--- config.mk ---
export PLATFORM = sky130hd
export DESIGN_NAME = ldcr_regs
export DESIGN_NICKNAME = d
export VERILOG_FILES = /design/src/design/ldcr_pkg.sv /design/src/design/ldcr_regs.sv
export SDC_FILE = /design/constraint.sdc
export NUM_CORES = 1
export LEC_CHECK = 0
export ABC_AREA = 1
export BUFFER_PORTS_ARGS = -buffer_cell sky130_fd_sc_hd__buf_4
export CORE_UTILIZATION = 58
export DETAILED_ROUTE_END_ITERATION = 16
export PLACE_DENSITY = 0.93
export SLEW_MARGIN = 30
export SYNTH_ARGS = -nofsm -noshare
export SYNTH_HDL_FRONTEND = slang
export SYNTH_SLANG_ARGS = --single-unit
--- constraint.sdc ---
create_clock -name ref_clk_i -period 5.49 [get_ports ref_clk_i]
set_clock_uncertainty 0.1 [all_clocks]
set_input_delay 0.549 -clock ref_clk_i [delete_from_list [all_inputs] [get_ports ref_clk_i]]
set_output_delay 0.549 -clock ref_clk_i [all_outputs]
set_load 0.02 [all_outputs]
--- src/design/ldcr_pkg.sv ---
// Package for the LED dimming configuration register bank.
// Assumes a 16-bit register port with byte offsets as printed.
package ldcr_pkg;
  localparam logic [7:0] BRIGHT_OFS = 8'h00;
  localparam logic [7:0] CURR_OFS = 8'h02;
  localparam logic [7:0] RAMP_OFS = 8'h04;
  localparam logic [7:0] FAULT_OFS = 8'h06;
  localparam logic [15:0] BRIGHT_RST = 16'h0000;
  localparam logic [15:0] CURR_RST = 16'h0FFF;
  localparam logic [15:0] RAMP_RST = 16'h08A3;
  localparam logic [15:0] FAULT_RST = 16'h0100;
  localparam int CURR_LSB = 0;
  localparam int SS_EN_BIT = 14;
  localparam int SS_RATE_LSB = 12;
  localparam int SS_SPAN_LSB = 10;
  localparam int SRC_LSB = 8;
  localparam int RAMP_LSB = 5;
  localparam int DITHER_LSB = 2;
  localparam int SMOOTH_BIT = 1;
  localparam int GND_DET_BIT = 8;
  localparam int MASK_LSB = 0;
  localparam logic [1:0] SRC_PWM = 2'h0;
  localparam logic [1:0] SRC_REG = 2'h2;
endpackage

--- src/design/ldcr_regs.sv ---
// Configuration register bank of a four-channel LED driver.
// Assumes a simple synchronous register port from the host interface logic.
`timescale 1ns/1ps
module ldcr_regs (
  input wire logic ref_clk_i,
  input wire logic reset_i,
  input wire logic wr_en_i,
  input wire logic rd_en_i,
  input wire logic [7:0] addr_i,
  input wire logic [15:0] wdata_i,
  input wire logic [15:0] pwm_level_i,
  output logic [15:0] rdata_o,
  output logic [11:0] analog_current_level_o,
  output logic spread_enable_o,
  output logic [1:0] spread_modulation_rate_o,
  output logic [1:0] boost_oscillator_span_o,
  output logic [1:0] brightness_source_select_o,
  output logic [2:0] ramp_time_select_o,
  output logic [2:0] dither_select_o,
  output logic smooth_ramp_enable_o,
  output logic ground_short_detect_enable_o,
  output logic [3:0] string_short_mask_o,
  output logic [15:0] brightness_word_o
);
  logic [15:0] bright_ff, curr_ff, ramp_ff, fault_ff, rdata_ff, bright_out_ff;
  logic [15:0] nxt_bright, nxt_curr, nxt_ramp, nxt_fault, nxt_rdata, nxt_bright_out;

  always_comb begin
    nxt_bright = bright_ff;
    nxt_curr = curr_ff;
    nxt_ramp = ramp_ff;
    nxt_fault = fault_ff;
    nxt_rdata = rdata_ff;
    if (wr_en_i) begin
      case (addr_i)
        ldcr_pkg::BRIGHT_OFS: nxt_bright = wdata_i;
        ldcr_pkg::CURR_OFS: nxt_curr = wdata_i;
        ldcr_pkg::RAMP_OFS: nxt_ramp = wdata_i;
        ldcr_pkg::FAULT_OFS: nxt_fault = wdata_i;
        default: nxt_curr = curr_ff;
      endcase
    end
    if (rd_en_i) begin
      case (addr_i)
        ldcr_pkg::BRIGHT_OFS: nxt_rdata = bright_ff;
        ldcr_pkg::CURR_OFS: nxt_rdata = curr_ff;
        ldcr_pkg::RAMP_OFS: nxt_rdata = ramp_ff;
        ldcr_pkg::FAULT_OFS: nxt_rdata = fault_ff;
        default: nxt_rdata = 16'h0000;
      endcase
    end
    // Reserved codes fall back to the pin so the sloper never sees an undefined source
    if (ramp_ff[ldcr_pkg::SRC_LSB +: 2] == ldcr_pkg::SRC_REG) begin
      nxt_bright_out = bright_ff;
    end else begin
      nxt_bright_out = pwm_level_i;
    end
  end

  always_ff @(posedge ref_clk_i or posedge reset_i) begin
    if (reset_i) begin
      bright_ff <= ldcr_pkg::BRIGHT_RST;
      curr_ff <= ldcr_pkg::CURR_RST;
      ramp_ff <= ldcr_pkg::RAMP_RST;
      fault_ff <= ldcr_pkg::FAULT_RST;
      rdata_ff <= 16'h0000;
      bright_out_ff <= 16'h0000;
    end else begin
      bright_ff <= nxt_bright;
      curr_ff <= nxt_curr;
      ramp_ff <= nxt_ramp;
      fault_ff <= nxt_fault;
      rdata_ff <= nxt_rdata;
      bright_out_ff <= nxt_bright_out;
    end
  end

  // Smoothing lengthens ramps in the sloper downstream; this bank only exports the style bit
  assign rdata_o = rdata_ff;
  assign analog_current_level_o = curr_ff[ldcr_pkg::CURR_LSB +: 12];
  assign spread_enable_o = ramp_ff[ldcr_pkg::SS_EN_BIT];
  assign spread_modulation_rate_o = ramp_ff[ldcr_pkg::SS_RATE_LSB +: 2];
  assign boost_oscillator_span_o = ramp_ff[ldcr_pkg::SS_SPAN_LSB +: 2];
  assign brightness_source_select_o = ramp_ff[ldcr_pkg::SRC_LSB +: 2];
  assign ramp_time_select_o = ramp_ff[ldcr_pkg::RAMP_LSB +: 3];
  assign dither_select_o = ramp_ff[ldcr_pkg::DITHER_LSB +: 3];
  assign smooth_ramp_enable_o = ramp_ff[ldcr_pkg::SMOOTH_BIT];
  assign ground_short_detect_enable_o = fault_ff[ldcr_pkg::GND_DET_BIT];
  assign string_short_mask_o = fault_ff[ldcr_pkg::MASK_LSB +: 4];
  assign brightness_word_o = bright_out_ff;

  property p_curr_write;
    @(posedge ref_clk_i) disable iff (reset_i)
      wr_en_i && addr_i == ldcr_pkg::CURR_OFS |=> analog_current_level_o == $past(wdata_i[11:0]);
  endproperty
  a_curr_write: assert property (p_curr_write) else $error("current level not written");

  property p_ss_en;
    @(posedge ref_clk_i) disable iff (reset_i)
      wr_en_i && addr_i == ldcr_pkg::RAMP_OFS |=> spread_enable_o == $past(wdata_i[14]);
  endproperty
  a_ss_en: assert property (p_ss_en) else $error("spread enable wrong");

  property p_rate;
    @(posedge ref_clk_i) disable iff (reset_i)
      wr_en_i && addr_i == ldcr_pkg::RAMP_OFS |=> spread_modulation_rate_o == $past(wdata_i[13:12]);
  endproperty
  a_rate: assert property (p_rate) else $error("spread rate wrong");

  property p_span;
    @(posedge ref_clk_i) disable iff (reset_i)
      wr_en_i && addr_i == ldcr_pkg::RAMP_OFS |=> boost_oscillator_span_o == $past(wdata_i[11:10]);
  endproperty
  a_span: assert property (p_span) else $error("spread span wrong");

  property p_src_reg;
    @(posedge ref_clk_i) disable iff (reset_i)
      brightness_source_select_o == ldcr_pkg::SRC_REG && $stable(brightness_source_select_o) && !wr_en_i
      |=> brightness_word_o == $past(bright_ff);
  endproperty
  a_src_reg: assert property (p_src_reg) else $error("register brightness not routed");

  property p_src_pin;
    @(posedge ref_clk_i) disable iff (reset_i)
      !reset_i && brightness_source_select_o == ldcr_pkg::SRC_PWM |=> brightness_word_o == $past(pwm_level_i);
  endproperty
  a_src_pin: assert property (p_src_pin) else $error("pin brightness not routed");

  property p_ramp;
    @(posedge ref_clk_i) disable iff (reset_i)
      wr_en_i && addr_i == ldcr_pkg::RAMP_OFS |=> ramp_time_select_o == $past(wdata_i[7:5])
      && dither_select_o == $past(wdata_i[4:2]);
  endproperty
  a_ramp: assert property (p_ramp) else $error("ramp or dither wrong");

  property p_smooth;
    @(posedge ref_clk_i) disable iff (reset_i)
      wr_en_i && addr_i == ldcr_pkg::RAMP_OFS |=> smooth_ramp_enable_o == $past(wdata_i[1]);
  endproperty
  a_smooth: assert property (p_smooth) else $error("smooth bit wrong");

  property p_fault;
    @(posedge ref_clk_i) disable iff (reset_i)
      wr_en_i && addr_i == ldcr_pkg::FAULT_OFS |=> string_short_mask_o == $past(wdata_i[3:0])
      && ground_short_detect_enable_o == $past(wdata_i[8]);
  endproperty
  a_fault: assert property (p_fault) else $error("fault config wrong");

  property p_readback;
    @(posedge ref_clk_i) disable iff (reset_i)
      !wr_en_i ##1 rd_en_i && !wr_en_i && addr_i == ldcr_pkg::RAMP_OFS |=> rdata_o == $past(ramp_ff);
  endproperty
  a_readback: assert property (p_readback) else $error("readback wrong");

  // Reset sampled high means the next edge still shows reset values
  property p_rst_curr;
    @(posedge ref_clk_i)
      reset_i |=> analog_current_level_o == ldcr_pkg::CURR_RST[ldcr_pkg::CURR_LSB +: 12];
  endproperty
  a_rst_curr: assert property (p_rst_curr) else $error("current level reset value wrong");

  property p_rst_ss_en;
    @(posedge ref_clk_i)
      reset_i |=> spread_enable_o == ldcr_pkg::RAMP_RST[ldcr_pkg::SS_EN_BIT];
  endproperty
  a_rst_ss_en: assert property (p_rst_ss_en) else $error("spread enable reset value wrong");

  property p_rst_rate;
    @(posedge ref_clk_i)
      reset_i |=> spread_modulation_rate_o == ldcr_pkg::RAMP_RST[ldcr_pkg::SS_RATE_LSB +: 2];
  endproperty
  a_rst_rate: assert property (p_rst_rate) else $error("spread rate reset value wrong");

  property p_rst_span;
    @(posedge ref_clk_i)
      reset_i |=> boost_oscillator_span_o == ldcr_pkg::RAMP_RST[ldcr_pkg::SS_SPAN_LSB +: 2];
  endproperty
  a_rst_span: assert property (p_rst_span) else $error("spread span reset value wrong");

  property p_rst_src;
    @(posedge ref_clk_i)
      reset_i |=> brightness_source_select_o == ldcr_pkg::RAMP_RST[ldcr_pkg::SRC_LSB +: 2];
  endproperty
  a_rst_src: assert property (p_rst_src) else $error("source select reset value wrong");

  property p_rst_ramp;
    @(posedge ref_clk_i)
      reset_i |=> ramp_time_select_o == ldcr_pkg::RAMP_RST[ldcr_pkg::RAMP_LSB +: 3];
  endproperty
  a_rst_ramp: assert property (p_rst_ramp) else $error("ramp time reset value wrong");

  property p_rst_dither;
    @(posedge ref_clk_i)
      reset_i |=> dither_select_o == ldcr_pkg::RAMP_RST[ldcr_pkg::DITHER_LSB +: 3];
  endproperty
  a_rst_dither: assert property (p_rst_dither) else $error("dither reset value wrong");

  property p_rst_smooth;
    @(posedge ref_clk_i)
      reset_i |=> smooth_ramp_enable_o == ldcr_pkg::RAMP_RST[ldcr_pkg::SMOOTH_BIT];
  endproperty
  a_rst_smooth: assert property (p_rst_smooth) else $error("smooth bit reset value wrong");

  property p_rst_word;
    @(posedge ref_clk_i)
      reset_i |=> ramp_ff == ldcr_pkg::RAMP_RST;
  endproperty
  a_rst_word: assert property (p_rst_word) else $error("ramp word reset value wrong");

  property p_rst_gnd;
    @(posedge ref_clk_i)
      reset_i |=> ground_short_detect_enable_o == ldcr_pkg::FAULT_RST[ldcr_pkg::GND_DET_BIT];
  endproperty
  a_rst_gnd: assert property (p_rst_gnd) else $error("ground detect reset value wrong");

  property p_rst_mask;
    @(posedge ref_clk_i)
      reset_i |=> string_short_mask_o == ldcr_pkg::FAULT_RST[ldcr_pkg::MASK_LSB +: 4];
  endproperty
  a_rst_mask: assert property (p_rst_mask) else $error("short mask reset value wrong");

  property p_rst_bright;
    @(posedge ref_clk_i)
      reset_i |=> bright_ff == ldcr_pkg::BRIGHT_RST;
  endproperty
  a_rst_bright: assert property (p_rst_bright) else $error("brightness reset value wrong");

  property p_curr_hold;
    @(posedge ref_clk_i) disable iff (reset_i)
      !(wr_en_i && addr_i == ldcr_pkg::CURR_OFS)
      |=> $stable(curr_ff);
  endproperty
  a_curr_hold: assert property (p_curr_hold) else $error("current word changed without a write");

  property p_ramp_hold;
    @(posedge ref_clk_i) disable iff (reset_i)
      !(wr_en_i && addr_i == ldcr_pkg::RAMP_OFS)
      |=> $stable(ramp_ff);
  endproperty
  a_ramp_hold: assert property (p_ramp_hold) else $error("ramp word changed without a write");

  property p_fault_hold;
    @(posedge ref_clk_i) disable iff (reset_i)
      !(wr_en_i && addr_i == ldcr_pkg::FAULT_OFS)
      |=> $stable(fault_ff);
  endproperty
  a_fault_hold: assert property (p_fault_hold) else $error("fault word changed without a write");

  property p_bright_hold;
    @(posedge ref_clk_i) disable iff (reset_i)
      !(wr_en_i && addr_i == ldcr_pkg::BRIGHT_OFS)
      |=> $stable(bright_ff);
  endproperty
  a_bright_hold: assert property (p_bright_hold) else $error("brightness changed without a write");

  property p_rd_curr;
    @(posedge ref_clk_i) disable iff (reset_i)
      !reset_i && rd_en_i && addr_i == ldcr_pkg::CURR_OFS
      |=> rdata_o == $past(curr_ff);
  endproperty
  a_rd_curr: assert property (p_rd_curr) else $error("current word readback wrong");

  property p_rd_fault;
    @(posedge ref_clk_i) disable iff (reset_i)
      !reset_i && rd_en_i && addr_i == ldcr_pkg::FAULT_OFS
      |=> rdata_o == $past(fault_ff);
  endproperty
  a_rd_fault: assert property (p_rd_fault) else $error("fault word readback wrong");

  property p_rd_bright;
    @(posedge ref_clk_i) disable iff (reset_i)
      !reset_i && rd_en_i && addr_i == ldcr_pkg::BRIGHT_OFS
      |=> rdata_o == $past(bright_ff);
  endproperty
  a_rd_bright: assert property (p_rd_bright) else $error("brightness readback wrong");

  property p_ramp_word;
    @(posedge ref_clk_i) disable iff (reset_i)
      !reset_i && wr_en_i && addr_i == ldcr_pkg::RAMP_OFS
      |=> ramp_ff == $past(wdata_i);
  endproperty
  a_ramp_word: assert property (p_ramp_word) else $error("ramp word not stored whole");

  property p_dither;
    @(posedge ref_clk_i) disable iff (reset_i)
      !reset_i && wr_en_i && addr_i == ldcr_pkg::RAMP_OFS
      |=> dither_select_o == $past(wdata_i[ldcr_pkg::DITHER_LSB +: 3]);
  endproperty
  a_dither: assert property (p_dither) else $error("dither select wrong");

  property p_gnd_det;
    @(posedge ref_clk_i) disable iff (reset_i)
      !reset_i && wr_en_i && addr_i == ldcr_pkg::FAULT_OFS
      |=> ground_short_detect_enable_o == $past(wdata_i[ldcr_pkg::GND_DET_BIT]);
  endproperty
  a_gnd_det: assert property (p_gnd_det) else $error("ground detect enable wrong");

  property p_src_other;
    @(posedge ref_clk_i) disable iff (reset_i)
      !reset_i && brightness_source_select_o != ldcr_pkg::SRC_REG
      |=> brightness_word_o == $past(pwm_level_i);
  endproperty
  a_src_other: assert property (p_src_other) else $error("non register source not routed to pin");
endmodule

* After elaboration in Yosys (flattened, before gate mapping)
Cells that the tools add are included.
** Storage, ports and cells
- Word-level logic and storage cells :: 17
- RAM bits :: 0
- Bits in latches :: 0
- Bits of input ports :: 44
- Memory bits (read-only) :: 0
- Output and inout bits :: 63
- Memories :: 0
- Register bits :: 96
** Operators by class
- Reduce and logical (&&, ||, !) cells :: 5
- Order comparisons :: 0
- Div/mod/pow operators :: 0
- Bitwise gates (word level) :: 0
- Mux-type cells :: 2
- Equality and inequality tests :: 4
- Shift operators :: 0
- Add/sub/neg operators :: 0
- Multiply operators :: 0
** Operators by type and width (count)
- $pmux 16 s4 :: 1
- $eq 8x3->1 const B :: 2
- $mux 16 :: 1
- $eq 8x2->1 const B :: 1
- $logic_not 8->1 :: 1
- $reduce_and 2->1 :: 4
- $eq 2x2->1 const B :: 1

* Logic depth before layout (Yosys ltp)
- Depth in word-level cells :: 2
- Depth in mapped cells :: 9
- Mapped depth without buffers :: 7

* Worst setup path before layout
OpenSTA, ideal clock, no wires.
- Path type :: input to register
- From :: input addr_i[7]
- To :: register bright_ff[0]
- Required time :: 5.267 ns
- Setup slack :: 3.950 ns
- Stages :: 7
- Setup time :: 0.123 ns
- Buffers on the path :: 1
- Arrival time :: 1.317 ns
- Path through :: nor2_1 -> nand2_2 -> nor2_4 -> nand2_4 -> buf_6 -> nand2_1 -> o21ai_1
** On the way
- Word-level cells in the longest chain between the ends :: 2
** RTL lines
- start: declaration :: line ldcr_regs.sv:9 : input wire logic [7:0] addr_i,
- $logic_not 8->1 :: line ldcr_regs.sv:35 : case (addr_i)
- $reduce_and 2->1 (no line)
- end signal: assignment :: line ldcr_regs.sv:62 : bright_ff <= ldcr_pkg::BRIGHT_RST;
- end signal: assignment :: line ldcr_regs.sv:69 : bright_ff <= nxt_bright;
- end: declaration :: line ldcr_regs.sv:25 : logic [15:0] bright_ff, curr_ff, ramp_ff, fault_ff, rdata_ff, bright_out_ff;
Every way passes these cells.
A chain may end at the register's enable or synchronous reset.

* Worst setup path in the final report
- From :: input addr_i[5]
- To :: register curr_ff[15]
** On the way
- Word-level cells in the longest chain between the ends :: 2
** RTL lines
- $eq 8x2->1 :: line ldcr_regs.sv:35
- $reduce_and 2->1 (no line)
- end signal: assignment :: line ldcr_regs.sv:63 : curr_ff <= ldcr_pkg::CURR_RST;
- end signal: assignment :: line ldcr_regs.sv:70 : curr_ff <= nxt_curr;
- end: declaration :: line ldcr_regs.sv:25
Every way passes these cells.

==> metrics.csv <==
stage;metric;value;unit
run_status;status;complete, no violations;
worst_setup_path;critical path launch point;addr_i[5];
yosys;synthesized cell area;0.00464;mm²
timing;worst hold margin;0.309;ns
clock_tree;CTS Root Cell;clkbuf_8;
worst_setup_path;crit-path max FO;51;
yosys;Seq/Total Area, Yosys;52.2;%
place;pre-CTS setup slack;3.28;ns
routing;DRC errors left;0;
place;GP Congestion;0.822;
timing;Final Hold Vio Count;0;
final_layout;# nets final;590;
timing;relative slew slack;44.9;%
final_layout;Ant. Diodes;0;
yosys;yosys warns;0;
timing;final setup vio count;0;
place;dpl hpwl;6.84;mm
timing;RSZ-0062 raised after global routing;no;
timing;Setup TNS;0;ns
die;Die Ht;91.5;µm
grt;grt ovf;0;
clock_tree;Clock Tree Buf Depth;2;
clock_tree;clock transition at the registers of the reported paths;0.10;ns
grt;first-pass GRT wire length;17.0;mm
routing;vias post-DR;3640;
routing;TritonRoute pass-1 iters;5;
pwr;switching share of power;25.8;%
pwr;Flop pwr share;54.1;%
pwr;Power Dens Cells;262;mW/mm²
pwr;Clk network pwr share;34.6;%
flow_run;maxcap violations;0;
routing;Total Wirelength;10.5;mm
final_layout;area of the multi-input gates;0.00169;mm²
clock_tree;clk_lat worst skew;0.36;ns
final_layout;Layout Utilization;69.6;%
clock_tree;H-tree Lvls;3;
routing;antenna viol nets, final;0;
yosys;Netlist cell types;22;
yosys;synthesized instance count;479;
die;Site Rows;32;
routing;WL met1;4.33;mm
worst_setup_path;crit path kind;primary input to flop;
timing;Slew @ Worst Pin;0.825;ns
worst_setup_path;worst path arrival time;2.00;ns
final_layout;fill count;537;
yosys;syn nets;523;
clock_tree;CTS Buf Count;9;
min_path;Hold Crit Class;primary input to flop;
clock_tree;TritonCTS clock tree;built;
worst_setup_path;Critical Path Source Type;primary input;
routing;WL/cell;16.1;µm
place;placed cells;636;
worst_setup_path;CP endpoint kind;flop;
grt;Total Routing Usage GR;26.2;%
timing;Fmax;538;MHz
timing;Tcrit/Tclk final;33.9;%
min_path;Worst Hold Launch;pwm_level_i[11];
pwr;Leak;2.76;nW
clock_tree;clock sink count;96;
die;Die W;91.5;µm
die;Die ar.;0.00837;mm²
timing;Max Slew Vio Count;0;
worst_setup_path;worst r2r src;ramp_ff[8]$_DFFE_PP0P_;
pwr;VDD IR max;0.000166;V
final_layout;Non-Filler Instances;653;
final_layout;P&R area growth vs syn;15.7;%
pwr;Comb power frac;11.3;%
pwr;switching power;364;µW
place;input/output buffers;106;
routing;routed wl met2;5.18;mm
final_layout;register area;0.00242;mm²
timing;Setup WS post-layout;3.63;ns
routing;highest routed layer;met4;
clock_tree;# resized after CTS;0;
worst_setup_path;WP data required;5.63;ns
grt;initial antenna violation count;0;
yosys;Mean Syn Cell Area;9.70;µm²
routing;initial DRC count;328;
die;Initial Util;60.1;%
timing;fin crit period;1.86;ns
grt;largest net degree at the start of global routing;83;
final_layout;layout cell share with drive strength beyond 1;37.4;%
routing;routed wl met3;799;µm
pwr;Int Pwr;1.05;mW
grt;vias in the first global route;3416;
die;Core ar.;0.00773;mm²
yosys;Seq cells post-synth;96;
routing;vias per cell;5.57;
die;num ports;107;
[path summary, 6_finish.rpt]
| kind | endpoint | slack, ns | cells past startpoint |
|---|---|---|---|
| hold / removal | brightness_word_o[11]$_DFF_PP0_ | 0.31 | 2 |
| setup / recovery | curr_ff[15]$_DFFE_PP0P_ | 3.63 | 7 |
| min in group asynchronous | brightness_word_o[4]$_DFF_PP0_ | 0.57 | 3 |
| hold reg to reg | ramp_ff[0]$_DFFE_PP1P_ | 0.38 | 2 |
| setup reg to reg | brightness_word_o[3]$_DFF_PP0_ | 3.76 | 3 |
| max in group asynchronous | bright_ff[13]$_DFFE_PP0P_ | 3.76 | 4 |
[placed cells by master, fill, tap and decap left out]
master	count
inv_1	20
o21ai_1	58
nand3_4	3
nand2_1	146
nand3_2	10
clkinvlp_4	1
nor2_8	3
o21ai_2	22
dfrtp_1	78
nand2_2	3
dfstp_2	18
bufinv_16	1
inv_4	1
inv_6	2
buf_4	106
nand3_1	38
nand2_4	3
mux2_2	16
inv_2	2
nor2_1	4
buf_6	1
dlygate4sd3_1	1
nor2_4	1
clkbuf_8	11
clkinv_4	2
[stage by stage]
stage | power [mW] | area (µm²)
2_1_floorplan | 0.875 | 4640
3_3_place_gp | 0.927 | 5150
3_5_place_dp | 0.934 | 5150
4_1_cts | 1.41 | 5370
5_1_grt | 1.46 | 5380
6_report | 1.41 | 5380
[metal layers]
layer	vias to the layer above	global-route usage (%)
met3	24	6.03
li1	1668	-
met2	179	42.2
met4	0	9.79
met5	-	0
met1	1769	34.6
[power by group through the flow]
stage	combinational [mW]	clock, mW	sequential [mW]
final	0.159	0.487	0.763
after global routing	0.173	0.522	0.766
after CTS	0.160	0.491	0.762
after detailed placement	0.159	0	0.775
after global placement	0.153	0	0.774
after floorplan	0.0980	0	0.778
[flip-flops by register name, indices dropped and copies added, names as in the netlist]
signal,count
bright_ff,16
fault_ff,16
curr_ff,16
ramp_ff,16
rdata_o,16
brightness_word_o,16
[worst max-delay path, cell delays in order]
cell and delay, ns:
buf_4 0.11, nor2_1 0.12, nand2_2 0.12, inv_6 0.33
nand3_4 0.46, nand2_1 0.22, o21ai_2 0.06
[cells in the mapped netlist]
cell type,instances,area share [%]
o21ai_2,22,4.1
nor2_1,4,0.32
inv_2,2,0.16
nand3_1,38,4.1
buf_2,7,0.75
inv_6,1,0.19
inv_1,21,1.7
nand2_1,146,12
buf_6,11,2.7
dfstp_2,18,10
nand3_2,10,2.2
nand2_4,3,0.73
nor2_4,1,0.24
buf_12,2,0.86
buf_4,30,4.8
clkbuf_1,2,0.16
nand3_4,3,1.1
mux2_2,16,3.9
nor2_8,3,1.3
o21ai_1,58,6.3
dfrtp_1,78,42
nand2_2,3,0.40
[timing repair]
action | 4_1_cts | 5_1_grt
setup buffers | 0 | 0
hold buffers | 1 | 0
endpoints found under the hold margin | 12 | 0
setup endpoints to repair | 0 | 0
[logic make-up after synthesis]
group                  Yosys count  share of synthesized area [%]
AOI/OAI and AO/OA               80                           10.4
DFF                             96                           52.2
muxes                           16                           3.88
buffers and inverters           76                           11.3
and+or+nand+nor                211                           22.2
[layout make-up]
class                           count  area share (%)
Clock inverter                      5            1.19
Timing Repair Buffer              108            15.2
Tap cell                          102            2.37
Multi-Input combinational cell    307            31.5
Clock buffer                       11            2.82
Inverter                           24            1.82
Sequential cell                    96            45.1
Power figures use the tool's default switching activity.
